[src/rtl/rcdr_pkg.sv]
/*
  Constants, register map and carrier types for the reset cause recorder.
  Assumes a single 20 MHz bus clock and an active-low asynchronous power-on reset.
*/
// Summary of operation
// Read-only flags name most recent reset source.
// Debug-forced reset leaves all cause flags cleared.
// Cause register write restarts watchdog, keeps flags.
// Power-on sets bits 7 and 1 only.
// Enabled low-voltage trip sets bit 1, keeps bit 7.
// Other resets flag active sources, clear rest.
// Low reset pin sets bit 6.
// Watchdog timeout sets bit 5; blocked when disabled.
// Bad opcode, disallowed stop/background set bit 4.
// Unimplemented address access sets bit 3.
// Debug-force register writable only by debug link.
// Debug-force register always reads zero.
// Debug write of one forces device reset.
// Host holds mode pin: high user, low background.
// Bits 2 and 0 read zero, ignore writes.
package rcdr_pkg;

  // ----------------------------------------------------------------------
  // Register map
  // ----------------------------------------------------------------------
  localparam logic [0:0] REG_CAUSE_IDX = 1'h0;
  localparam logic [0:0] REG_FORCE_IDX = 1'h1;
  localparam int DEBUG_FORCE_BIT = 0;

  // ----------------------------------------------------------------------
  // Reset values and timing
  // ----------------------------------------------------------------------
  localparam logic [7:0] CAUSE_POR_VALUE = 8'h82;
  localparam logic [2:0] SYNC_RESET_VALUE = 3'h3;
  localparam int CLK_PERIOD_NS = 50;
  localparam int RESET_HOLD_NS = 500;
  localparam int RESET_HOLD_CYCLES = (RESET_HOLD_NS + CLK_PERIOD_NS - 1) / CLK_PERIOD_NS;
  localparam logic [3:0] HOLD_LAST = 4'(RESET_HOLD_CYCLES - 1);

  // ----------------------------------------------------------------------
  // Carrier types
  // ----------------------------------------------------------------------
  typedef struct packed {
    logic power_on;
    logic pin;
    logic watchdog_reset_flag;
    logic bad_opcode_flag;
    logic bad_address_flag;
    logic unused2;
    logic low_voltage_flag;
    logic unused0;
  } rcdr_cause_t;

  typedef struct packed {
    logic sel;
    logic wr;
    logic rd;
    logic [7:0] wdata;
  } rcdr_req_t;

  typedef enum logic {RCDR_RUN, RCDR_HOLD} rcdr_state_t;

endpackage : rcdr_pkg

[src/rtl/rcdr_reset_cause.sv]
/*
  Reset cause recorder with debug-forced reset.
  Assumes the CPU and the background debug logic present one-cycle register
  requests on clk, and that resetn is the power-on reset of this block only.
*/
`timescale 1ns/1ps
module rcdr_reset_cause (
  input wire logic clk,
  input wire logic resetn,
  input wire rcdr_pkg::rcdr_req_t cpu_req,
  input wire rcdr_pkg::rcdr_req_t bdm_req,
  output logic [7:0] rdata,
  input wire logic reset_pin_n,
  input wire logic low_voltage_trip,
  input wire logic background_mode_pin,
  input wire logic low_voltage_reset_enable,
  input wire logic watchdog_enable_setting,
  input wire logic stop_allowed_setting,
  input wire logic background_allowed_setting,
  input wire logic watchdog_timeout,
  input wire logic bad_opcode,
  input wire logic stop_attempt,
  input wire logic background_attempt,
  input wire logic bad_address,
  output logic watchdog_restart,
  output logic sys_reset,
  output logic background_boot
);

  // ----------------------------------------------------------------------
  // Pin synchronisers
  // ----------------------------------------------------------------------
  logic [2:0] sync1_q;
  logic [2:0] sync2_q;
  logic lv_s;
  logic pin_n_s;
  logic mode_s;

  // Pins are asynchronous; only the second stage is looked at.
  always_ff @(posedge clk or negedge resetn) begin
    if (!resetn) begin
      sync1_q <= rcdr_pkg::SYNC_RESET_VALUE;
      sync2_q <= rcdr_pkg::SYNC_RESET_VALUE;
    end else begin
      sync1_q <= {low_voltage_trip, reset_pin_n, background_mode_pin};
      sync2_q <= sync1_q;
    end
  end

  assign lv_s = sync2_q[2];
  assign pin_n_s = sync2_q[1];
  assign mode_s = sync2_q[0];

  // ----------------------------------------------------------------------
  // Cause detection
  // ----------------------------------------------------------------------
  logic pin_c;
  logic wd_c;
  logic op_c;
  logic ad_c;
  logic lv_c;
  logic dbg_c;
  logic any_c;

  // Program writes to the force register never reach here.
  assign dbg_c = bdm_req.wr && bdm_req.sel == rcdr_pkg::REG_FORCE_IDX
                 && bdm_req.wdata[rcdr_pkg::DEBUG_FORCE_BIT];
  assign pin_c = !pin_n_s;
  assign wd_c = watchdog_timeout && watchdog_enable_setting;
  assign op_c = bad_opcode || (stop_attempt && !stop_allowed_setting)
                || (background_attempt && !background_allowed_setting);
  assign ad_c = bad_address;
  assign lv_c = lv_s && low_voltage_reset_enable;
  assign any_c = pin_c || wd_c || op_c || ad_c || lv_c || dbg_c;

  // ----------------------------------------------------------------------
  // Reset sequencer
  // ----------------------------------------------------------------------
  rcdr_pkg::rcdr_state_t state_q;
  logic [3:0] hold_q;
  logic leave;

  // A held pin or an enabled supply trip keeps the device in reset past the minimum.
  assign leave = state_q == rcdr_pkg::RCDR_HOLD && hold_q == rcdr_pkg::HOLD_LAST && !pin_c && !lv_c;

  always_ff @(posedge clk or negedge resetn) begin
    if (!resetn) begin
      state_q <= rcdr_pkg::RCDR_RUN;
    end else begin
      unique case (state_q)
        rcdr_pkg::RCDR_RUN: begin
          if (any_c) begin
            state_q <= rcdr_pkg::RCDR_HOLD;
          end
        end
        rcdr_pkg::RCDR_HOLD: begin
          if (leave) begin
            state_q <= rcdr_pkg::RCDR_RUN;
          end
        end
      endcase
    end
  end

  // Minimum hold counter, saturating at its last value.
  always_ff @(posedge clk or negedge resetn) begin
    if (!resetn) begin
      hold_q <= 4'h0;
    end else if (state_q == rcdr_pkg::RCDR_RUN) begin
      hold_q <= 4'h0;
    end else if (hold_q != rcdr_pkg::HOLD_LAST) begin
      hold_q <= hold_q + 4'h1;
    end
  end

  assign sys_reset = state_q == rcdr_pkg::RCDR_HOLD;

  // The mode pin is read as the device leaves a reset; low selects background.
  always_ff @(posedge clk or negedge resetn) begin
    if (!resetn) begin
      background_boot <= 1'b0;
    end else if (leave) begin
      background_boot <= !mode_s;
    end
  end

  // ----------------------------------------------------------------------
  // Cause flags
  // ----------------------------------------------------------------------
  rcdr_pkg::rcdr_cause_t flags_q;

  // Flags are captured once, at reset entry; the reserved bits are never set.
  always_ff @(posedge clk or negedge resetn) begin
    if (!resetn) begin
      flags_q <= rcdr_pkg::CAUSE_POR_VALUE;
    end else if (state_q == rcdr_pkg::RCDR_RUN && any_c) begin
      if (lv_c) begin
        flags_q <= '{power_on: flags_q.power_on, low_voltage_flag: 1'b1, default: 1'b0};
      end else begin
        // Debug force contributes no bit of its own.
        flags_q <= '{pin: pin_c, watchdog_reset_flag: wd_c, bad_opcode_flag: op_c,
                     bad_address_flag: ad_c, default: 1'b0};
      end
    end
  end

  // ----------------------------------------------------------------------
  // Register access
  // ----------------------------------------------------------------------
  // Read data is registered; the force register has no readable state.
  always_ff @(posedge clk or negedge resetn) begin
    if (!resetn) begin
      rdata <= 8'h00;
    end else if (cpu_req.rd) begin
      rdata <= (cpu_req.sel == rcdr_pkg::REG_CAUSE_IDX) ? flags_q : 8'h00;
    end
  end

  // Any program write to the cause register only kicks the watchdog.
  always_ff @(posedge clk or negedge resetn) begin
    if (!resetn) begin
      watchdog_restart <= 1'b0;
    end else begin
      watchdog_restart <= cpu_req.wr && cpu_req.sel == rcdr_pkg::REG_CAUSE_IDX;
    end
  end

  // ----------------------------------------------------------------------
  // Checks
  // ----------------------------------------------------------------------
  logic first_q;
  logic entry;

  always_ff @(posedge clk or negedge resetn) begin
    if (!resetn) begin
      first_q <= 1'b1;
    end else begin
      first_q <= 1'b0;
    end
  end

  assign entry = state_q == rcdr_pkg::RCDR_RUN && any_c;
endmodule : rcdr_reset_cause

[config.mk]
export PLATFORM = sky130hd
export DESIGN_NAME = rcdr_reset_cause
export DESIGN_NICKNAME = d
export VERILOG_FILES = /design/src/rtl/rcdr_pkg.sv /design/src/rtl/rcdr_reset_cause.sv
export SDC_FILE = /design/constraint.sdc
export NUM_CORES = 1
export LEC_CHECK = 0
export BUFFER_PORTS_ARGS = -buffer_cell sky130_fd_sc_hd__buf_2
export CAP_MARGIN = 20
export CORE_MARGIN = 8
export CORE_UTILIZATION = 49
export CTS_CLUSTER_DIAMETER = 40
export DETAILED_ROUTE_END_ITERATION = 12
export PLACE_DENSITY = 0.83
export SLEW_MARGIN = 40
export SYNTH_ARGS = -nofsm -noshare
export SYNTH_HDL_FRONTEND = slang
export SYNTH_SLANG_ARGS = --single-unit
[constraint.sdc]
create_clock -name clk -period 3.75 [get_ports clk]
set_clock_uncertainty 0.15 [all_clocks]
set_input_delay 0.75 -clock clk [delete_from_list [all_inputs] [get_ports clk]]
set_output_delay 0.75 -clock clk [all_outputs]
set_load 0.05 [all_outputs]
==> flow_metrics.tcl, run 1 <==
set metrics [dict create \
    status "finished, final reports clean" \
    irDropWorstVdd_mv 0.365 \
    combinationalPowerShare_pct 32.2 \
    synth_top_area_share_pct 45.6 \
    drt-total-wl_um 1940 \
    synth_most_common_cell "dfrtp_1" \
    grt.overflow.total 0 \
    slew_headroom_pct 65.9 \
    synth_area_sq_um 1040 \
    die_y_um 62.1 \
    ctsResizeCount 0 \
    hold-path-endpoint "sync2_q[2]" \
    timing.reg2reg.setup_slack_ns 2.29 \
    max_stage_delay_ns 0.57 \
    drtIter0Drc 21 \
    ant_nets 0 \
    synth_cell_types 29 \
    drc 0 \
    ys_seq_area_share_pct 60.7 \
    antenna_cells 0 \
    yosysWarnings 0 \
    powerDensity_nw_per_um2 615 \
    drv_slew 0 \
    die-area_sq_um 3860 \
    crit_buf_inv 1 \
    rr_endpoint "background_boot" \
    clockPowerShare_pct 15.1 \
    insertion_delay_ns 0.31 \
    avgSynthCellArea_sq_um 11.2 \
    seqPwrFrac_pct 52.8 \
    grt_pass1_wl_um 3480 \
    placed_area_sq_um 1200 \
    async_flop_share_pct 100 \
    post_cts_buffers 0 \
    clockRootBuffer "clkbuf_4" \
    die_w_um 62.1 \
    p_leak_nw 0.589 \
    routed-via-count 746 \
    synth_edf_count 0 \
    clk_pin_slew_worst_paths_ns 0.12 \
    holdWs_ns 0.216 \
    post-dp-hpwl_um 1550 \
    setup-tns-final_ns 0 \
    worst_pin_slew_ns 0.512 \
    clkSinkCount 25 \
    cp-start-kind "register" \
    grt_start_max_net_pins 26 \
    htree_levels 1 \
    synth_top_cells_by_area "dfrtp_1, dfstp_2, inv_1, o21ai_0, nand3b_1" \
    yosys_register_bits 25 \
    netSwitchingFraction_pct 36.6 \
    fin_area_sq_um 1220 \
    intPower_mw 0.477 \
    synth_cells 93 \
    port_buffers 28 \
    antenna_found_initial 0 \
    ios 47 \
    worst_slack_ns 1.64 \
    rr_worst_depth 6 \
    fmax_mhz 473 \
    cpMaxStageDelayCell "dfrtp_1" \
    cts_buffer_depth 2 \
    p_sw_mw 0.276 \
    hp-class "reg2reg" \
    setup_viol 0 \
    endpoint_kind "output port" \
    finalNetCount 161 \
    hold_buffers 0 \
    grt_setup_unrepaired "no" \
    layout_min_cycle_time_ns 2.11 \
    dr.pass1.iters 6 \
    gp_congestion 0.828 \
    hold_violations 0 \
    grt_pass1_vias 791 \
    core_area_sq_um 1980 \
    start_util_pct 52.6 \
    crit_arrival_ns 1.21 \
    post_drt_via_cell_ratio 5.01 \
    worstHoldStart "sync1_q[2]" \
    hold_depth 0 \
    wl_per_cell_um 13.0 \
    period_share_pct 56.4 \
    timing.rr.start "hold_q[1]" \
    required_ns 2.85 \
    yosys-top-cells-count "dfrtp_1, inv_1, o21ai_0" \
    synth_area_leader_cell "dfrtp_1" \
    num_rows 16 \
    path_delay_family "flip-flops" \
    max-cap-violations 0 \
    crit_chain "buf_2" \
    synth_ff_type "dfrtp_1" \
    syn2layout_area_growth_pct 17.3 \
    crit_type "reg2out" \
    cts_inserted_buffers 3 \
    grt_usage_pct 10.8 \
    preCtsSetupSlack_ns 1.91 \
    cts_tree "built" \
    drive_gt1_share_pct 32.0 \
    path_max_fanout 12 \
    nFillCells 168 \
]
-- worst max-delay path by stage --
stage                             to  slack [ns]                     start  depth (start not counted)
after CTS                  sys_reset        1.64                 sys_reset                          1
after global routing       sys_reset        1.57                 sys_reset                          1
after global placement    flags_q[4]        1.92  low_voltage_reset_enable                          5
after floorplan            sys_reset        2.09      stop_allowed_setting                          4
after detailed placement   sys_reset        1.91      stop_allowed_setting                          5
final                      sys_reset        1.64                 sys_reset                          1
-- area by class of cell --
type | instances | area [sq um] | share of cell area [%]
clock buffers | 4 | 26.3 | 2.15
inverters | 14 | 52.6 | 4.30
multi-input cells | 51 | 337 | 27.5
flip-flops and latches | 25 | 633 | 51.8
well taps | 27 | 33.8 | 2.76
repair buffers | 28 | 140 | 11.5
-- routing by layer --
metal	vias to the layer above	GRT usage (%)	wire length (um)
met1	348	11.9	825
met5	-	0	0
met2	29	18.4	945
li1	364	-	-
met3	5	3.41	125
met4	0	5.54	45
-- sequential cells by signal (all words and copies together) (netlist names) --
register	count
sync2_q	3
hold_q	4
flags_q	6
background_boot	1
sys_reset	1
watchdog_restart	1
rdata	6
sync1_q	3
-- cell usage in the layout, fill, tap and decap left out, drive strengths merged --
cell type,Yosys,layout
buf,3,28
dfrtp,19,19
inv,14,14
o21ai,11,11
nand3b,6,6
dfstp,6,6
nand2,5,5
nand3,5,5
clkbuf,1,4
nand2b,3,3
a21oi,2,2
xnor2,2,2
o22ai,2,2
ha,2,2
conb,1,2
nor2b,1,1
a221oi,1,1
and3,1,1
and4b,1,1
o21a,1,1
and2,1,1
a21boi,1,1
o221ai,1,1
a31oi,1,1
a22oi,1,1
nor2,1,1
-- power groups by stage --
| stage | clock network [mW] | registers (mW) | logic [mW] |
|---|---|---|---|
| 2_1_floorplan | 0 | 0.455 | 0.122 |
| 3_3_place_gp | 0 | 0.395 | 0.235 |
| 3_5_place_dp | 0 | 0.401 | 0.247 |
| 4_1_cts | 0.119 | 0.397 | 0.247 |
| 5_1_grt | 0.131 | 0.406 | 0.270 |
| 6_report | 0.113 | 0.397 | 0.242 |
-- per-stage QoR --
stage,total power [mW],util [%],std cells
after global placement,0.631,60.4,145
final,0.752,61.7,149
after detailed placement,0.648,60.4,145
after floorplan,0.578,-,94
after global routing,0.807,61.7,149
after CTS,0.762,61.7,149
-- worst register-to-register path: stages (launching register included) --
cell	delay [ns]
dfrtp_1	0.43
inv_1	0.07
ha_1	0.13
and4b_1	0.27
nand3_1	0.14
nand2_1	0.08
o21ai_0	0.08
-- cells by family (layout without fill, tap and decap cells) --
logic type | Yosys count | after routing | share of synthesized area [%]
and+or+nand+nor | 24 | 24 | 13.9
xor gates and xnor gates | 2 | 2 | 1.68
adders and majority gates | 2 | 2 | 2.40
other | 1 | 2 | 0.360
buffers and inverters | 18 | 46 | 7.32
AOI/OAI and AO/OA | 21 | 21 | 13.6
DFF | 25 | 25 | 60.7
Power figures use the tool's default switching activity.
==> run 2, diff against run 1 <==
--- a/config.mk
+++ b/config.mk
@@ -5,13 +5,14 @@
 export SDC_FILE = /design/constraint.sdc
 export NUM_CORES = 1
 export LEC_CHECK = 0
+export ABC_AREA = 1
 export BUFFER_PORTS_ARGS = -buffer_cell sky130_fd_sc_hd__buf_2
 export CAP_MARGIN = 20
 export CORE_MARGIN = 8
-export CORE_UTILIZATION = 49
+export CORE_UTILIZATION = 41
 export CTS_CLUSTER_DIAMETER = 40
 export DETAILED_ROUTE_END_ITERATION = 12
-export PLACE_DENSITY = 0.83
+export PLACE_DENSITY = 0.74
 export SLEW_MARGIN = 40
 export SYNTH_ARGS = -nofsm -noshare
 export SYNTH_HDL_FRONTEND = slang
==> constraint.sdc (replaced) <==
create_clock -name clk -period 1.8 [get_ports clk]
set_clock_uncertainty 0.15 [all_clocks]
set_input_delay 0.36 -clock clk [delete_from_list [all_inputs] [get_ports clk]]
set_output_delay 0.36 -clock clk [all_outputs]
set_load 0.05 [all_outputs]
==> run 2 against run 1 <==
  * Synthesized area rose by 0.48%
  * Synthesized cell count rose by 19%
  * First-iteration DRC count rose by 9.5%
  * Setup slack got worse by 1.4 ns
  * Global-route usage fell by 1.2 points
  * Count of clock-buffer cells in the layout did not move
  * Via count rose by 4.8%
  * Critical endpoint unchanged
  * Sequential power rose by 110%
==> flow_metrics.tcl, run 2 <==
set metrics [dict create \
    post_cts_buffers 0 \
    drtIter0Drc 23 \
    grt.overflow.total 0 \
    wl_per_cell_um 11.1 \
    synth_area_sq_um 1050 \
    crit_arrival_ns 1.01 \
    worst_pin_slew_ns 0.528 \
    grt_pass1_wl_um 3440 \
    endpoint_kind "output port" \
    drv_slew 0 \
    avgSynthCellArea_sq_um 9.43 \
    final_util_pct 52.0 \
    yosysWarnings 0 \
    crit_type "reg2out" \
    fmax_mhz 658 \
    path_max_fanout 4 \
    yosys-top-cells-count "nand2_1, dfrtp_1, inv_1" \
    start_util_pct 42.7 \
    die_y_um 66.5 \
    wl_met1_um 886 \
    grt_pass1_vias 831 \
    finalNetCount 184 \
    clk_pin_slew_worst_paths_ns 0.13 \
    cts_buffer_depth 2 \
    max-cap-violations 0 \
    ys_seq_area_share_pct 60.5 \
    hp-class "in2reg" \
    ctsResizeCount 0 \
    largestRegisters "flags_q: 6 flops, rdata: 6 flops, hold_q: 4 flops" \
    post_drt_via_cell_ratio 4.47 \
    cts_tree "built" \
    htree_levels 1 \
    synth_cell_types 21 \
    synth_top_cells_by_area "dfrtp_1, dfstp_2, nand2_1, nand3_1, inv_1" \
    num_rows 18 \
    crit_buf_inv 1 \
    required_ns 1.29 \
    async_flop_share_pct 100 \
    worst_slack_ns 0.281 \
    p_leak_nw 0.691 \
    routed-via-count 782 \
    seqCellArea_sq_um 633 \
    nFillCells 239 \
    core_area_sq_um 2450 \
    synth_most_common_cell "nand2_1" \
    layout_common_cells "buf_2, nand2_1, dfrtp_1, inv_1, nand3_1" \
    synth_cells 111 \
    preCtsSetupSlack_ns 0.318 \
    clkSinkCount 25 \
    final_common_cell "buf_2" \
    insertion_delay_ns 0.30 \
    dr.pass1.iters 4 \
    antenna_cells 0 \
    multi_input_comb_area_sq_um 335 \
    layout_min_cycle_time_ns 1.52 \
    cts_inserted_buffers 3 \
    grt_usage_pct 9.68 \
    hold_violations 0 \
    grt_setup_unrepaired "no" \
    cpMaxStageDelayCell "dfrtp_1" \
    yosys_register_bits 25 \
    ios 47 \
    total_power_mw 1.61 \
    port_buffers 28 \
    holdWs_ns 0.0442 \
    setup_viol 0 \
    highest_layer "met3" \
    crit_chain "buf_2" \
    powerDensity_nw_per_um2 1260 \
    synth_area_leader_cell "dfrtp_1" \
    dr_wl_met3_um 148 \
    gp_congestion 0.838 \
    post-dp-hpwl_um 1540 \
    synth_edf_count 0 \
    irDropWorstVdd_mv 0.671 \
    hold_buffers 4 \
    clockRootBuffer "clkbuf_4" \
    status "finished, final reports clean" \
    grt_start_max_net_pins 26 \
    drt-total-wl_um 1950 \
    drc 0 \
    syn2layout_area_growth_pct 21.9 \
    slew_headroom_pct 64.8 \
    period_share_pct 84.4 \
    ant_nets 0 \
    antenna_found_initial 0 \
    drive_gt1_share_pct 29.0 \
    synth_ff_type "dfrtp_1" \
    cp-start-kind "register" \
    synth_top_area_share_pct 45.4 \
    wl_met2_um 914 \
    die-area_sq_um 4430 \
    path_delay_family "flip-flops" \
    die_w_um 66.5 \
    setup-tns-final_ns 0 \
    max_stage_delay_ns 0.42 \
]
[run 2: path summary, 6_finish.rpt]
kind	startpoint	to	cells after the start	slack, ns
max in group asynchronous	resetn	sync2_q[1]	2	0.74
worst max-delay path	sys_reset	sys_reset	1	0.28
min in group asynchronous	resetn	flags_q[4]	2	0.39
worst min-delay path	cpu_req[10]	watchdog_restart	2	0.04
worst max register to register	sync2_q[1]	flags_q[4]	6	0.33
worst min register to register	sync1_q[0]	sync2_q[0]	0	0.22
[run 2: power by group]
part	leakage, nW	switching (mW)	internal (mW)	total [mW]
clock network	0.0150	0.152	0.0864	0.239
logic	0.373	0.367	0.184	0.551
registers	0.302	0.0992	0.719	0.818
total	0.691	0.618	0.989	1.61
[run 2: cell type report]
cell class              count  area share, %
well taps                  30           2.94
clock buffers               4           2.06
multi-input cells          67           26.3
repair buffers             32           14.1
inverters                  17           5.00
flip-flops and latches     25           49.6
[run 2: logic make-up after synthesis]
family                   after synthesis  synth area share [%]
other                                  1                 0.358
AO/OA/AOI/OAI                          9                  5.02
flip-flops                            25                  60.5
XOR/XNOR                               2                  1.67
adder cells (fa/ha/maj)                2                  2.39
multiplexers                           1                 0.956
buffers and inverters                 20                  7.88
AND/OR/NAND/NOR                       51                  21.3
[run 2: per-stage QoR]
step,instances,area [sq um]
after detailed placement,167,1210
after floorplan,112,1050
after CTS,175,1280
after global placement,167,1210
after global routing,175,1280
final,175,1280
[run 2: per-layer routing]
layer  GRT usage (%)  vias to the layer above
li1                -                      411
met1            11.4                      341
met2            16.5                       30
met3            3.19                        0
met4            2.40                        0
met5               0                        -
==> run 3, diff against run 2 <==
--- a/config.mk
+++ b/config.mk
@@ -9,10 +9,10 @@
 export BUFFER_PORTS_ARGS = -buffer_cell sky130_fd_sc_hd__buf_2
 export CAP_MARGIN = 20
 export CORE_MARGIN = 8
-export CORE_UTILIZATION = 41
+export CORE_UTILIZATION = 45
 export CTS_CLUSTER_DIAMETER = 40
 export DETAILED_ROUTE_END_ITERATION = 12
-export PLACE_DENSITY = 0.74
+export PLACE_DENSITY = 0.77
 export SLEW_MARGIN = 40
 export SYNTH_ARGS = -nofsm -noshare
 export SYNTH_HDL_FRONTEND = slang
==> constraint.sdc (replaced) <==
create_clock -name clk -period 1.6 [get_ports clk]
set_clock_uncertainty 0.15 [all_clocks]
set_input_delay 0.32 -clock clk [delete_from_list [all_inputs] [get_ports clk]]
set_output_delay 0.32 -clock clk [all_outputs]
set_load 0.05 [all_outputs]
==> run 3 against run 2 <==
  * Register-to-register slack got worse by 0.22 ns
  * Cell count decreased by 0.57%
  * Via count increased by 5.2%
  * Total power increased by 14%
  * Core utilization increased by 6.2 points
  * Count of clock-buffer cells in the layout unchanged
  * Die area decreased by 6.8%
  * Combinational power increased by 14%
  * Clock power increased by 19%
==> flow_metrics.tcl, run 3 (same netlist as run 2, synthesis figures left out) <==
set metrics [dict create \
    status "finished, final reports clean" \
    drc 0 \
    cp-start-kind "register" \
    clk_pin_slew_worst_paths_ns 0.13 \
    path_max_fanout 6 \
    grt.overflow.total 0 \
    htree_levels 1 \
    largestRegisters "flags_q: 6 flops, rdata: 6 flops, hold_q: 4 flops" \
    period_share_pct 93.4 \
    clockRootBuffer "clkbuf_4" \
    antenna_cells 0 \
    required_ns 1.72 \
    irDropWorstVdd_mv 0.766 \
    layout_common_cells "buf_2, nand2_1, dfrtp_1, inv_1, nand3_1" \
    start_util_pct 47.3 \
    timing.rr.start "sync2_q[1]" \
    cts_tree "built" \
    post_drt_via_cell_ratio 4.73 \
    insertion_delay_ns 0.33 \
    setup_viol 0 \
    grt_pass1_wl_um 3880 \
    slew_headroom_pct 63.8 \
    crit_path_end "flags_q[5]" \
    combinationalPowerShare_pct 34.2 \
    powerDensity_nw_per_um2 1430 \
    cts_buffer_depth 2 \
    worst_pin_slew_ns 0.543 \
    antenna_found_initial 0 \
    num_rows 17 \
    drt-total-wl_um 2150 \
    grt_usage_pct 11.6 \
    crit_start "sync2_q[1]" \
    ios 47 \
    gp_congestion 0.791 \
    p_leak_nw 0.695 \
    syn2layout_area_growth_pct 22.9 \
    drv_slew 0 \
    final_util_pct 58.2 \
    wl_per_cell_um 12.4 \
    clkSinkCount 25 \
    die_y_um 64.2 \
    post-dp-hpwl_um 1600 \
    setup-tns-final_ns 0 \
    grt_start_max_net_pins 26 \
    crit_type "reg2reg" \
    port_buffers 28 \
    nFillCells 194 \
    holdWs_ns 0.0329 \
    final_common_cell "buf_2" \
    intPower_mw 1.12 \
    drive_gt1_share_pct 30.1 \
    cts_inserted_buffers 3 \
    seqPwrFrac_pct 50.3 \
    hold_violations 0 \
    netSwitchingFraction_pct 39.1 \
    hold_depth 3 \
    dr.pass1.iters 4 \
    die-area_sq_um 4130 \
    rr_worst_depth 6 \
    endpoint_kind "register" \
    routed-via-count 823 \
    crit_arrival_ns 1.62 \
    core_area_sq_um 2210 \
    rr_endpoint "flags_q[5]" \
    clockPowerShare_pct 15.5 \
    ant_nets 0 \
    fmax_mhz 669 \
    layout_min_cycle_time_ns 1.49 \
    worstHoldStart "cpu_req[9]" \
    max-cap-violations 0 \
    timing.reg2reg.setup_slack_ns 0.11 \
    finalNetCount 185 \
    grt_setup_unrepaired "no" \
    hp-class "in2reg" \
    die_w_um 64.2 \
    p_sw_mw 0.719 \
    drtIter0Drc 25 \
    grt_pass1_vias 873 \
]
run 3: cell count changes in the layout (fill, tap and decap cells not counted):
cell	before	now
dfrtp_2	0	1
nand2_2	0	1
dfrtp_1	19	18
nand2_1	24	23
dlygate4sd3_1	4	5
run 3: power by group through the flow:
stage	logic, mW	clock network, mW	registers (mW)
floorplan	0.304	0	1.09
finish	0.628	0.285	0.923
CTS	0.632	0.299	0.925
global placement	0.597	0	0.921
detailed placement	0.620	0	0.937
global route	0.695	0.318	0.950
run 3: metal layers:
| layer | GRT usage, % | up-vias | part of all wire [%] |
|---|---|---|---|
| li1 | - | 412 | - |
| met1 | 11.9 | 381 | 38 |
| met2 | 20.6 | 25 | 52 |
| met3 | 4.01 | 5 | 7.6 |
| met4 | 5.72 | 0 | 2.1 |
| met5 | 0 | - | 0 |
run 3: worst min-delay path by stage:
| stage | endpoint | slack, ns |
|---|---|---|
| floorplan | background_boot | -0.13 |
| global placement | sync1_q[2] | 0.17 |
| detailed placement | sync1_q[2] | 0.19 |
| CTS | watchdog_restart | 0.02 |
| global route | watchdog_restart | 0.03 |
| finish | watchdog_restart | 0.03 |
run 3: area by class of cell:
| class | instances | area, sq um | area share [%] |
|---|---|---|---|
| clock buffer | 4 | 26.3 | 2.04 |
| inverter | 17 | 63.8 | 4.96 |
| multi-input combinational | 67 | 338 | 26.2 |
| sequential | 25 | 634 | 49.3 |
| tap | 28 | 35.0 | 2.72 |
| timing repair buffer | 33 | 190 | 14.8 |
run 3: critical path, cell delays in order, from the launching register on:
cell	delay [ns]
dfstp_2	0.57
nand2_1	0.09
nor2_1	0.16
nand3_1	0.18
nand2_2	0.16
nand2_1	0.06
nand2_1	0.07
run 3: stage by stage:
step | setup slack (ns) | instances | cell area, sq um | total power [mW]
finish | 0.106 | 174 | 1290 | 1.84
global route | 0.0239 | 174 | 1290 | 1.96
CTS | 0.103 | 174 | 1280 | 1.86
detailed placement | 0.132 | 165 | 1210 | 1.56
global placement | 0.198 | 165 | 1210 | 1.52
floorplan | 0.139 | 112 | 1050 | 1.39
run 3: what timing repair did:
action                                  CTS  global route
hold buffers                              5             0
endpoints found under the hold margin    23             0
gates resized for setup                   0             1
endpoints found under the setup margin    0             6
buffers inserted                          0             0
